==> config.mk <==
export PLATFORM = sky130hd
export DESIGN_NAME = smc_top
export DESIGN_NICKNAME = d
export VERILOG_FILES = /design/src/hdl/smc_pkg.sv /design/src/hdl/smc_if.sv /design/src/hdl/smc_filter.sv /design/src/hdl/smc_top.sv
export SDC_FILE = /design/constraint.sdc
export NUM_CORES = 1
export LEC_CHECK = 0
export BUFFER_PORTS_ARGS = -buffer_cell sky130_fd_sc_hd__buf_2
export CAP_MARGIN = 20
export CORE_MARGIN = 2
export CORE_UTILIZATION = 40
export DETAILED_ROUTE_END_ITERATION = 7
export GPL_TIMING_DRIVEN = 1
export PLACE_DENSITY_LB_ADDON = 0.1
export SLEW_MARGIN = 20
export SYNTH_ARGS = -nofsm -noshare
export SYNTH_HDL_FRONTEND = slang
export SYNTH_SLANG_ARGS = --single-unit
export TNS_END_PERCENT = 50
==> constraint.sdc <==
create_clock -name SYS_CLK -period 5.4 [get_ports SYS_CLK]
set_clock_uncertainty 0.2 [all_clocks]
set_input_delay 1.62 -clock SYS_CLK [delete_from_list [all_inputs] [get_ports SYS_CLK]]
set_output_delay 1.62 -clock SYS_CLK [all_outputs]
set_load 0.02 [all_outputs]
==> src/hdl/smc_pkg.sv <==
package smc_pkg;
  localparam logic [7:0] OFS_MODE      = 8'h00;
  localparam logic [7:0] RST_MODE      = 8'h00;
  localparam int         BIT_MULTI     = 7;
  localparam int         BIT_BCASTBLK  = 6;
  localparam int         BIT_OPT5      = 5;
  localparam int         BIT_OPT4      = 4;
  localparam logic [3:0] PROTO_CLOSED  = 4'h0;
  localparam logic [3:0] PROTO_TCP     = 4'h1;
  localparam logic [3:0] PROTO_UDP     = 4'h2;
  localparam logic [3:0] PROTO_RAW     = 4'h4;
  localparam logic [7:0] ST_CLOSED     = 8'h00;
  localparam logic [7:0] ST_TCP_READY  = 8'h13;
  localparam logic [7:0] ST_UDP_OPEN   = 8'h22;
  localparam logic [7:0] ST_RAW_OPEN   = 8'h02;
  localparam int         CLK_PERIOD_NS = 40;
  localparam int         RETRY_UNIT_NS = 100000;
  localparam int         RETRY_UNIT_CYC = (RETRY_UNIT_NS + CLK_PERIOD_NS - 1) / CLK_PERIOD_NS;
  localparam logic [11:0] TICK_LAST    = 12'(RETRY_UNIT_CYC - 1);

  function automatic logic is_proto(input logic [7:0] mode, input logic [3:0] code);
    return mode[3:0] == code;
  endfunction
endpackage

==> src/hdl/smc_if.sv <==
`timescale 1ns/1ps
`default_nettype none
interface smc_if;
  logic [7:0] mode;
  logic       bcast;
  logic       mcast_mac;
  logic       own_mac;
  logic       ipv6;
  logic       unicast;
  logic       accept;
  modport top  (output mode, output bcast, output mcast_mac, output own_mac, output ipv6,
                output unicast, input accept);
  modport filt (input mode, input bcast, input mcast_mac, input own_mac, input ipv6,
                input unicast, output accept);
endinterface
`default_nettype wire

==> src/hdl/smc_filter.sv <==
`timescale 1ns/1ps
`default_nettype none
module smc_filter (
  smc_if.filt f
);
  logic blk_bc;
  logic blk_raw;
  logic blk_uc;

  always_comb begin
    blk_bc  = f.bcast & f.mode[smc_pkg::BIT_BCASTBLK];
    blk_uc  = f.mode[smc_pkg::BIT_MULTI] & f.mode[smc_pkg::BIT_OPT4] & f.unicast;
    blk_raw = (f.mode[smc_pkg::BIT_MULTI] & ~f.bcast & ~f.own_mac)
            | (f.mode[smc_pkg::BIT_OPT5] & f.mcast_mac)
            | (f.mode[smc_pkg::BIT_OPT4] & f.ipv6);
    // Options of other protocols are ignored
    if (smc_pkg::is_proto(f.mode, smc_pkg::PROTO_UDP)) begin
      f.accept = ~blk_bc & ~blk_uc;
    end else if (smc_pkg::is_proto(f.mode, smc_pkg::PROTO_RAW)) begin
      f.accept = ~blk_bc & ~blk_raw;
    end else if (smc_pkg::is_proto(f.mode, smc_pkg::PROTO_TCP)) begin
      f.accept = 1'b1;
    end else begin
      f.accept = 1'b0;
    end
  end
endmodule
`default_nettype wire

==> src/hdl/smc_top.sv <==
`timescale 1ns/1ps
`default_nettype none
// Notes on behaviour
// - UDP bit 7 enables multicast
// - Raw bit 7 keeps broadcast and own MAC
// - UDP/raw bit 6 drops broadcast
// - TCP bit 5 acks at once
// - TCP bit 5 clear waits retry time
// - Multicast UDP bit 4 drops unicast
// - Raw bit 4 drops IPv6
// - Bits 3..0 select the protocol
// - Eight sockets, selected by 3-bit number
// - Open sets state per protocol
module smc_top #(
  parameter int SOCKETS = 8
) (
  input  wire logic        SYS_CLK,
  input  wire logic        RESETN,
  input  wire logic        HOST_WR,
  input  wire logic        HOST_RD,
  input  wire logic [2:0]  HOST_SEL,
  input  wire logic [7:0]  HOST_ADDR,
  input  wire logic [7:0]  HOST_WDATA,
  output logic      [7:0]  HOST_RDATA,
  output logic             HOST_RVALID,
  input  wire logic        OPEN_REQ,
  input  wire logic [2:0]  OPEN_SEL,
  output logic             STATE_VALID,
  output logic      [2:0]  STATE_SEL,
  output logic      [7:0]  STATE_CODE,
  input  wire logic        RX_VALID,
  input  wire logic [2:0]  RX_SEL,
  input  wire logic        RX_BCAST,
  input  wire logic        RX_MCAST_MAC,
  input  wire logic        RX_OWN_MAC,
  input  wire logic        RX_IPV6,
  input  wire logic        RX_UNICAST,
  output logic             RX_DONE,
  output logic             RX_ACCEPT,
  input  wire logic        ACK_SEG,
  input  wire logic [2:0]  ACK_SEL,
  input  wire logic [15:0] RETRY_TIME,
  output logic             ACK_SEND,
  output logic      [2:0]  ACK_SEND_SEL,
  output logic      [7:0]  MCAST_EN,
  output logic      [7:0]  IGMP_V1
);
  // Register file and host port
  logic [7:0] mode_r   [SOCKETS];
  logic [7:0] mode_nxt [SOCKETS];
  logic [7:0] rdata_r, rdata_nxt;
  logic       rvalid_r, rvalid_nxt;
  logic       hit_mode;

  always_comb begin
    hit_mode   = HOST_ADDR == smc_pkg::OFS_MODE;
    rvalid_nxt = HOST_RD;
    rdata_nxt  = 8'h00;
    for (int i = 0; i < SOCKETS; i++) begin
      mode_nxt[i] = mode_r[i];
    end
    if (HOST_WR && hit_mode) begin
      mode_nxt[HOST_SEL] = HOST_WDATA;
    end
    // Unmapped offsets read as zero
    if (HOST_RD && hit_mode) begin
      rdata_nxt = mode_r[HOST_SEL];
    end
  end

  always_ff @(posedge SYS_CLK) begin
    if (!RESETN) begin
      for (int i = 0; i < SOCKETS; i++) begin
        mode_r[i] <= smc_pkg::RST_MODE;
      end
      rdata_r  <= 8'h00;
      rvalid_r <= 1'b0;
    end else begin
      mode_r   <= mode_nxt;
      rdata_r  <= rdata_nxt;
      rvalid_r <= rvalid_nxt;
    end
  end

  // Open command: state code from protocol field
  logic       stv_r, stv_nxt;
  logic [2:0] sts_r, sts_nxt;
  logic [7:0] stc_r, stc_nxt;

  always_comb begin
    stv_nxt = OPEN_REQ;
    sts_nxt = OPEN_REQ ? OPEN_SEL : sts_r;
    stc_nxt = stc_r;
    if (OPEN_REQ) begin
      case (mode_r[OPEN_SEL][3:0])
        smc_pkg::PROTO_TCP: stc_nxt = smc_pkg::ST_TCP_READY;
        smc_pkg::PROTO_UDP: stc_nxt = smc_pkg::ST_UDP_OPEN;
        smc_pkg::PROTO_RAW: stc_nxt = smc_pkg::ST_RAW_OPEN;
        // Closed and undefined patterns leave the socket closed
        default:            stc_nxt = smc_pkg::ST_CLOSED;
      endcase
    end
  end

  always_ff @(posedge SYS_CLK) begin
    if (!RESETN) begin
      stv_r <= 1'b0;
      sts_r <= 3'h0;
      stc_r <= smc_pkg::ST_CLOSED;
    end else begin
      stv_r <= stv_nxt;
      sts_r <= sts_nxt;
      stc_r <= stc_nxt;
    end
  end

  // Receive filter, one frame verdict per cycle
  smc_if fi ();
  assign fi.mode      = mode_r[RX_SEL];
  assign fi.bcast     = RX_BCAST;
  assign fi.mcast_mac = RX_MCAST_MAC;
  assign fi.own_mac   = RX_OWN_MAC;
  assign fi.ipv6      = RX_IPV6;
  assign fi.unicast   = RX_UNICAST;

  smc_filter u_filter (
    .f (fi)
  );

  logic rxd_r, rxd_nxt;
  logic rxa_r, rxa_nxt;

  always_comb begin
    rxd_nxt = RX_VALID;
    rxa_nxt = RX_VALID ? fi.accept : 1'b0;
  end

  always_ff @(posedge SYS_CLK) begin
    if (!RESETN) begin
      rxd_r <= 1'b0;
      rxa_r <= 1'b0;
    end else begin
      rxd_r <= rxd_nxt;
      rxa_r <= rxa_nxt;
    end
  end

  // Multicast flags per socket, UDP only
  logic [7:0] mc_r, mc_nxt;
  logic [7:0] igv_r, igv_nxt;

  always_comb begin
    mc_nxt  = 8'h00;
    igv_nxt = 8'h00;
    for (int i = 0; i < SOCKETS; i++) begin
      mc_nxt[i]  = smc_pkg::is_proto(mode_r[i], smc_pkg::PROTO_UDP)
                 & mode_r[i][smc_pkg::BIT_MULTI];
      igv_nxt[i] = mc_nxt[i] & mode_r[i][smc_pkg::BIT_OPT5];
    end
  end

  always_ff @(posedge SYS_CLK) begin
    if (!RESETN) begin
      mc_r  <= 8'h00;
      igv_r <= 8'h00;
    end else begin
      mc_r  <= mc_nxt;
      igv_r <= igv_nxt;
    end
  end

  // Acknowledge scheduling; one ack covers all segments while pending
  logic [11:0] tdiv_r, tdiv_nxt;
  logic        tick;
  logic [SOCKETS-1:0] pend_r, pend_nxt;
  logic [16:0] cnt_r   [SOCKETS];
  logic [16:0] cnt_nxt [SOCKETS];
  logic        ack_r, ack_nxt;
  logic [2:0]  acks_r, acks_nxt;
  logic        found;

  always_comb begin
    tick     = tdiv_r == smc_pkg::TICK_LAST;
    tdiv_nxt = tick ? 12'h000 : tdiv_r + 12'h001;
    pend_nxt = pend_r;
    cnt_nxt  = cnt_r;
    ack_nxt  = 1'b0;
    acks_nxt = acks_r;
    found    = 1'b0;
    for (int i = 0; i < SOCKETS; i++) begin
      if (!smc_pkg::is_proto(mode_r[i], smc_pkg::PROTO_TCP)) begin
        pend_nxt[i] = 1'b0;
      end else if (pend_r[i] && cnt_r[i] == 17'h00000 && !found) begin
        found       = 1'b1;
        pend_nxt[i] = 1'b0;
        ack_nxt     = 1'b1;
        acks_nxt    = 3'(i);
      end else if (pend_r[i] && tick && cnt_r[i] != 17'h00000) begin
        cnt_nxt[i] = cnt_r[i] - 17'h00001;
      end
    end
    // A send in the same cycle still goes out; the new segment then re-arms the socket
    if (ACK_SEG && smc_pkg::is_proto(mode_r[ACK_SEL], smc_pkg::PROTO_TCP)) begin
      if (mode_r[ACK_SEL][smc_pkg::BIT_OPT5]) begin
        pend_nxt[ACK_SEL] = 1'b1;
        cnt_nxt[ACK_SEL]  = 17'h00000;
      end else if (!pend_r[ACK_SEL] || pend_nxt[ACK_SEL] == 1'b0) begin
        pend_nxt[ACK_SEL] = 1'b1;
        // One extra unit, as the free divider may tick right after arming
        cnt_nxt[ACK_SEL]  = (RETRY_TIME == 16'h0000) ? 17'h00000
                          : {1'b0, RETRY_TIME} + 17'h00001;
      end
    end
  end

  always_ff @(posedge SYS_CLK) begin
    if (!RESETN) begin
      tdiv_r <= 12'h000;
      pend_r <= '0;
      for (int i = 0; i < SOCKETS; i++) begin
        cnt_r[i] <= 17'h00000;
      end
      ack_r  <= 1'b0;
      acks_r <= 3'h0;
    end else begin
      tdiv_r <= tdiv_nxt;
      pend_r <= pend_nxt;
      cnt_r  <= cnt_nxt;
      ack_r  <= ack_nxt;
      acks_r <= acks_nxt;
    end
  end

  assign HOST_RDATA   = rdata_r;
  assign HOST_RVALID  = rvalid_r;
  assign STATE_VALID  = stv_r;
  assign STATE_SEL    = sts_r;
  assign STATE_CODE   = stc_r;
  assign RX_DONE      = rxd_r;
  assign RX_ACCEPT    = rxa_r;
  assign ACK_SEND     = ack_r;
  assign ACK_SEND_SEL = acks_r;
  assign MCAST_EN     = mc_r;
  assign IGMP_V1      = igv_r;
endmodule
`default_nettype wire

# After elaboration in Yosys (flattened, before gate mapping)
# Index checks and enable logic that the tools add are counted.
[totals] ff_bits=263 word_cells=286 out_inout_bits=43
[op_classes] add_sub_neg=10 bitwise_logic=41 n_mux=107 order_cmp=8 n_reduce_logical=67 n_eq_ne=24
[op_table] cell="17-bit two-way mux" count=26
[op_table] cell="136-bit two-way mux" count=3
[op_table] cell="136-bit AND" count=1
[op_table] cell="136-bit bitwise mux" count=1
[op_table] cell="17-bit logical NOT" count=8
[op_table] cell="136-bit NOT" count=1
[op_table] cell="17-bit nonzero test" count=8
[op_table] cell="17-bit by 1-bit subtractor with 17-bit output, second input constant" count=8
[op_table] cell="8-bit binary-select mux with 3-bit select" count=4
[op_table] cell="64-bit bitwise mux" count=1
[op_table] cell="8-bit two-way mux" count=8
[op_table] cell="17-bit demux with 3-bit select" count=1
[op_table] cell="3-bit two-way mux" count=16
[op_table] cell="4-bit by 1-bit == test with 1-bit output, second input constant" count=11
[op_table] cell="4-bit by 2-bit == test with 1-bit output, second input constant" count=10
[op_table] cell="1-bit two-way mux" count=38
[op_table] cell="1-bit logical AND" count=37
[op_table] cell="1-bit AND" count=25
[op_table] cell="8-bit demux with 3-bit select" count=1
[op_table] cell="6-bit one-hot mux with 3 select lines" count=1
[op_table] cell="16-bit by 1-bit adder with 17-bit output, second input constant" count=1
[op_table] cell="4-bit greater-or-equal comparator, second input constant" count=4
[op_table] cell="16-bit logical NOT" count=1
[op_table] cell="3-bit NOT with 4-bit output" count=4
[op_table] cell="18 further kinds" count=38

# Depth between registers and ports, before layout
[depth] depth_word=39 ltp_mapped=12 depth_no_buf=10

# Cells and area by module
# Synthesis repeated with hierarchy kept, for this count alone.
[hier_totals] cells_unflattened=1551 area_unflattened_um2=13912.1
[by_module_without_submodules] mod="smc_top" n_inst=1 area_each_um2=13849.5 cells_per_inst=1541
[by_module_without_submodules] mod="smc_filter" n_inst=1 area_each_um2=62.6 cells_per_inst=10

# Worst setup path after synthesis
# No wires, ideal clock.
[synth_timing] kind="input to register" from="in ACK_SEL[1]" to="reg cnt_r[108] (netlist bit)" path_stages=10 arrival_time_ns=4.107 n_path_buf=4 t_required_ns=5.108 setup_slack_ns=1.001 setup_ns=0.092 path_cell_list="clkbuf_1 clkbuf_1 inv_1 a221oi_1 o21ai_1 nor3_1 clkbuf_1 clkbuf_1 nand2_1 o32ai_1"
[synth_via] elab_chain_cells=9
[synth_lines] item="start: declaration" line_no="smc_top.sv:41" text="input wire logic [2:0] ACK_SEL,"
[synth_lines] item="3-bit NOT with 4-bit output"
[synth_lines] item="4-bit greater-or-equal comparator (implied by the code) or 4-bit by 1-bit < comparator with 1-bit output (tied branches)" line_no="smc_top.sv:206, smc_top.sv:210"
[synth_lines] item="1-bit logical AND (implied by the code)" line_no="smc_top.sv:206, smc_top.sv:210"
[synth_lines] item="17-bit two-way mux" line_no="smc_top.sv:206, smc_top.sv:210"
[synth_lines] item="17-bit demux with 3-bit select" line_no="smc_top.sv:206, smc_top.sv:210"
[synth_lines] item="136-bit bitwise mux or 136-bit NOT (tied branches)"
[synth_lines] item="136-bit two-way mux or 136-bit AND (tied branches)"
[synth_lines] item="136-bit two-way mux" line_no="smc_top.sv:204" text="if (mode_r[ACK_SEL][smc_pkg::BIT_OPT5]) begin"
[synth_lines] item="136-bit two-way mux (*)" line_no="smc_top.sv:203" text="if (ACK_SEG && smc_pkg::is_proto(mode_r[ACK_SEL], smc_pkg::PROTO_TCP)) begin"
[synth_lines] item="end signal: assignment" line_no="smc_top.sv:228" text="cnt_r <= cnt_nxt;"
[synth_lines] item="end: declaration" line_no="smc_top.sv:176" text="logic [16:0] cnt_r [SOCKETS];"
# Mark *: on every way between the ends. The rest lies on a longest branch, timed or not. The select of a mux whose other input is x is not followed.
# A chain may end at the register's enable or synchronous reset.

# Worst setup path after layout
[layout_timing] from="reg cnt_r[89] (netlist bit)" to="reg cnt_r[41] (netlist bit)"
[layout_via] elab_chain_cells=32
[layout_lines] item="17-bit logical NOT (*)" line_no="smc_top.sv:193" text="end else if (pend_r[i] && cnt_r[i] == 17'h00000 && !found) begin"
[layout_lines] item="1-bit logical AND (*) (2 in a row)" line_no="smc_top.sv:193"
[layout_lines] item="1-bit two-way mux" line_no="smc_top.sv:193"
[layout_lines] item="1-bit two-way mux" line_no="smc_top.sv:191" text="if (!smc_pkg::is_proto(mode_r[i], smc_pkg::PROTO_TCP)) begin"
[layout_lines] item="1-bit logical NOT" line_no="smc_top.sv:193"
[layout_lines] item="1-bit logical AND" line_no="smc_top.sv:193"
[layout_lines] item="1-bit two-way mux" line_no="smc_top.sv:193"
[layout_lines] item="1-bit two-way mux" line_no="smc_top.sv:191"
[layout_lines] item="[... 15 more ...]"
[layout_lines] item="1-bit two-way mux" line_no="smc_top.sv:191"
[layout_lines] item="1-bit binary-select mux with 3-bit select" line_no="smc_top.sv:207" text="end else if (!pend_r[ACK_SEL] || pend_nxt[ACK_SEL] == 1'b0) begin"
[layout_lines] item="1-bit two-way mux (implied by the code)" line_no="smc_top.sv:207"
[layout_lines] item="1-bit NOT" line_no="smc_top.sv:207"
[layout_lines] item="1-bit logical OR" line_no="smc_top.sv:207"
[layout_lines] item="136-bit two-way mux" line_no="smc_top.sv:207"
[layout_lines] item="136-bit two-way mux" line_no="smc_top.sv:204"
[layout_lines] item="136-bit two-way mux (*)" line_no="smc_top.sv:203"
# Marked as above.

==> run metrics <==
outcome finished, final reports clean; register area share after synthesis a little over a third; first-pass GRT wire length 72000 um; post-cts sizing count 0; TritonCTS clock tree yes; post-DP HPWL about 34000 um; ys async rst share 0%; clock network latency to the later pin of the worst-skew pair roughly 0.56 ns; Reg clk slew, reported paths approximately 0.06 ns; max capacitance violation total 0; CP peak stage delay 0.68 ns; share of cells above drive strength 1 about 15%; vias in the first global route about 12000; Port-buffer cells 94; final instance area 0.0160 mm2; initial antenna violation count 3; VDD IR-drop max between 0.2 and 0.25 mV; Worst EP arrival 4.75 ns; post-cts hold buffer count 0; Max Fclk 223 MHz; total power around 0.0042 W; top-area cell type share of the netlist area between 30% and 40%; Clock power frac 49.5%; Total Routing Usage GR about a quarter; adder-cell share of the synthesized area about 1.2%; H-tree depth 1; slowest stage cell, crit path nor3_4; Power Dens Cells ~260 mW/mm2; clock buffer depth 3; Switch Pwr between 0.0009 and 0.001 W; Top delay family on crit path simple AND/OR/NAND/NOR gates; CP startpoint kind register; multiplexer share of the synthesized area approximately 14%; dominant synthesized flop cell dfxtp_1; Setup Viol. Count Final 0; max-slew violation count 0; Comb pwr share about 5.0%; Die Area between 0.03 and 0.04 mm2; worst path bufs/invs 0; Ports between 90 and 100; main combinational cell family by area after synthesis simple AND/OR/NAND/NOR gates; Sum Neg Setup Slack 0 ns; P_int roughly 0.0032 W; crit path kind register to register; Synth area leaders dfxtp_1 37%, mux2i_1 6.9%, mux4_2 6.8%; slew margin rel. about 28%; drt wl/cell about 22 um; pin count of the biggest net entering global routing 104; synthesis-stage register bit count 258; Worst-Margin Slew between 1 and 1.5 ns; final cycle utilization of the critical path 83.1%; Core Region between 0.03 and 0.04 mm2; GPL Wtd Cong roughly 0.94; Tmin final approximately 4.5 ns; initial DRC count 1008; Leak 5.98 nW; final hold slack around 0.27 ns; biggest area consumer among synthesized cells dfxtp_1; Compound-Gate Fraction of Synth Area between 10% and 20%; clk root buf clkbuf_16; Synth Area in Simple Gates 23.1%; drc violations 0; hold crit path type register to register; Synth cell types between 70 and 80; post-DR vias/cell slightly below 6; Post-DRT Antenna Nets 0; number of synthesized flops with an enable pin 0; post-route core utilization between 40% and 50%; Final Net Count 1700; placed cell area roughly 0.015 mm2; FILL cells roughly 3400; Mapped Cells 1567; die width approximately 190 um; sequential share of power between 40% and 50%; sequence of cells on the critical path or4_4 > or4_1 > or3_1 > a41oi_2 > nor2_1 > nor3_4 > a21oi_2 > o32ai_1; Post-Synth XOR/XNOR Area under 10%; FF-to-FF Start cnt_r[89]$_SDFF_PN0_; Sink Count 258; Critical Path End Type register; routed wire length 47100 um; Worst Setup SP cnt_r[89]$_SDFF_PN0_; synthesized area between 0.01 and 0.015 mm2; post-CTS setup repair buffer count 0; Initial DRT Pass Iterations 5; GRT overflow 0; std cell rows slightly below 70; endpoints failing hold 0; number of CTS-inserted buffers 30; Antenna Cells 0; data required time of the critical path around 5.7 ns; Die Ht a little under 200 um; vias ~13000; Hold Crit Start tdiv_r[0]$_SDFF_PP0_; Initial Utilization just over 40%; area grow syn2layout 13.4%; Syn Area/Cell ~9.0 um2; crit-path max FO 18; RSZ-0062 raised after global routing no; Synthesis Warnings 0; Switching Share roughly 23%
==> power groups by stage <==
stage	logic [W]	registers (W)	clock network, W
6_report	0.000211	0.00191	0.00208
5_1_grt	0.000226	0.00191	0.00219
4_1_cts	0.000209	0.00191	0.00212
3_5_place_dp	0.000209	0.00195	0
3_3_place_gp	0.000209	0.00195	0
2_1_floorplan	0.000128	0.00196	0
==> cells by family (layout without fill, tap and decap cells) <==
group | Yosys count | after routing
AO/OA/AOI/OAI | 238 | 238
AND/OR/NAND/NOR | 646 | 646
flip-flops | 258 | 258
multiplexers | 146 | 146
buffers and inverters | 123 | 206
other | 1 | 4
adder cells (fa/ha/maj) | 14 | 14
XOR/XNOR | 141 | 141
==> synth_stat cells (5+ instances only) <==
master    number
xor2_1        52
nand3_1       55
buf_4          6
nand2b_1      22
buf_2          9
and2_1        22
o211ai_1       7
nor3b_1        9
nand3b_1       7
or2_2          8
xnor2_1       89
dfxtp_1      258
and3_1        20
nor2_1       157
o21ai_0       27
inv_1         33
or4_1         19
o31ai_1       12
nor4b_1        8
clkbuf_1      66
buf_1          8
nor2b_1       10
nand2_1      142
nand4_1       14
a311oi_1       5
a31oi_1        5
mux2_2         6
nor4_1        31
nand4b_1      13
or3_1         25
ha_1          14
mux2i_1       97
mux4_2        43
nor3_1        73
a21oi_1       19
o32ai_1       65
a21oi_2        7
o22ai_1       38
o21a_1        11
==> layout by cell type, fill, tap and decap left out, types with 9 or more instances in the layout <==
cell type / n
nand4_1: 14
nand4b_1: 13
buf_4: 24
or3_1: 25
o32ai_1: 65
o21ai_0: 27
o31ai_1: 12
xnor2_1: 89
nand2_1: 142
ha_1: 14
and3_1: 20
nand2b_1: 22
nor2_1: 157
nor4_1: 31
nor3b_1: 9
xor2_1: 52
nor3_1: 72
and2_1: 22
clkbuf_8: 9
mux2i_1: 97
buf_2: 93
o21a_1: 11
nand3_1: 55
clkbuf_16: 31
o22ai_1: 38
dfxtp_1: 258
nor2b_1: 10
or4_1: 19
mux4_2: 43
a21oi_1: 19
inv_1: 32
==> layout make-up <==
type	instances	area (um2)	area share, %
inverter	33	126	0.788
tap	455	569	3.55
sequential	258	5160	32.2
timing repair buffer	118	666	4.15
multi-input combinational	1189	8490	53.0
clock buffer	46	922	5.75
clock inverter	9	95.1	0.593
==> metal layers <==
metal	track usage [%]	routed length (um)	vias up
met4	9.81	1960	4
met5	0	36	-
met2	40.4	21000	477
met1	34.7	20900	6040
li1	-	-	5903
met3	3.96	3300	114
==> sequential cells by signal, summed over array words and instances, names as in the netlist <==
signal / cells
STATE_SEL: 3
STATE_CODE: 3
tdiv_r: 12
ACK_SEND: 1
HOST_RVALID: 1
STATE_VALID: 1
HOST_RDATA: 8
cnt_r: 136
pend_r: 8
mode_r: 64
ACK_SEND_SEL: 3
RX_DONE: 1
IGMP_V1: 8
MCAST_EN: 8
RX_ACCEPT: 1
==> final timing paths <==
check                                            end  slack [ns]  depth (start not counted)
worst min-delay path            tdiv_r[0]$_SDFF_PP0_        0.27                          1
worst max-delay path            cnt_r[41]$_SDFF_PN0_        0.92                          8
worst max register to register  cnt_r[41]$_SDFF_PN0_        0.92                          8
worst min register to register  tdiv_r[0]$_SDFF_PP0_        0.27                          1
==> per-stage QoR <==
step           setup WS, ns  std cells
2_1_floorplan          1.00       1570
6_report              0.915       2108
4_1_cts               0.977       2108
3_3_place_gp          0.703       2053
3_5_place_dp          0.629       2053
5_1_grt               0.770       2108
(Power assumes the default switching activity.)
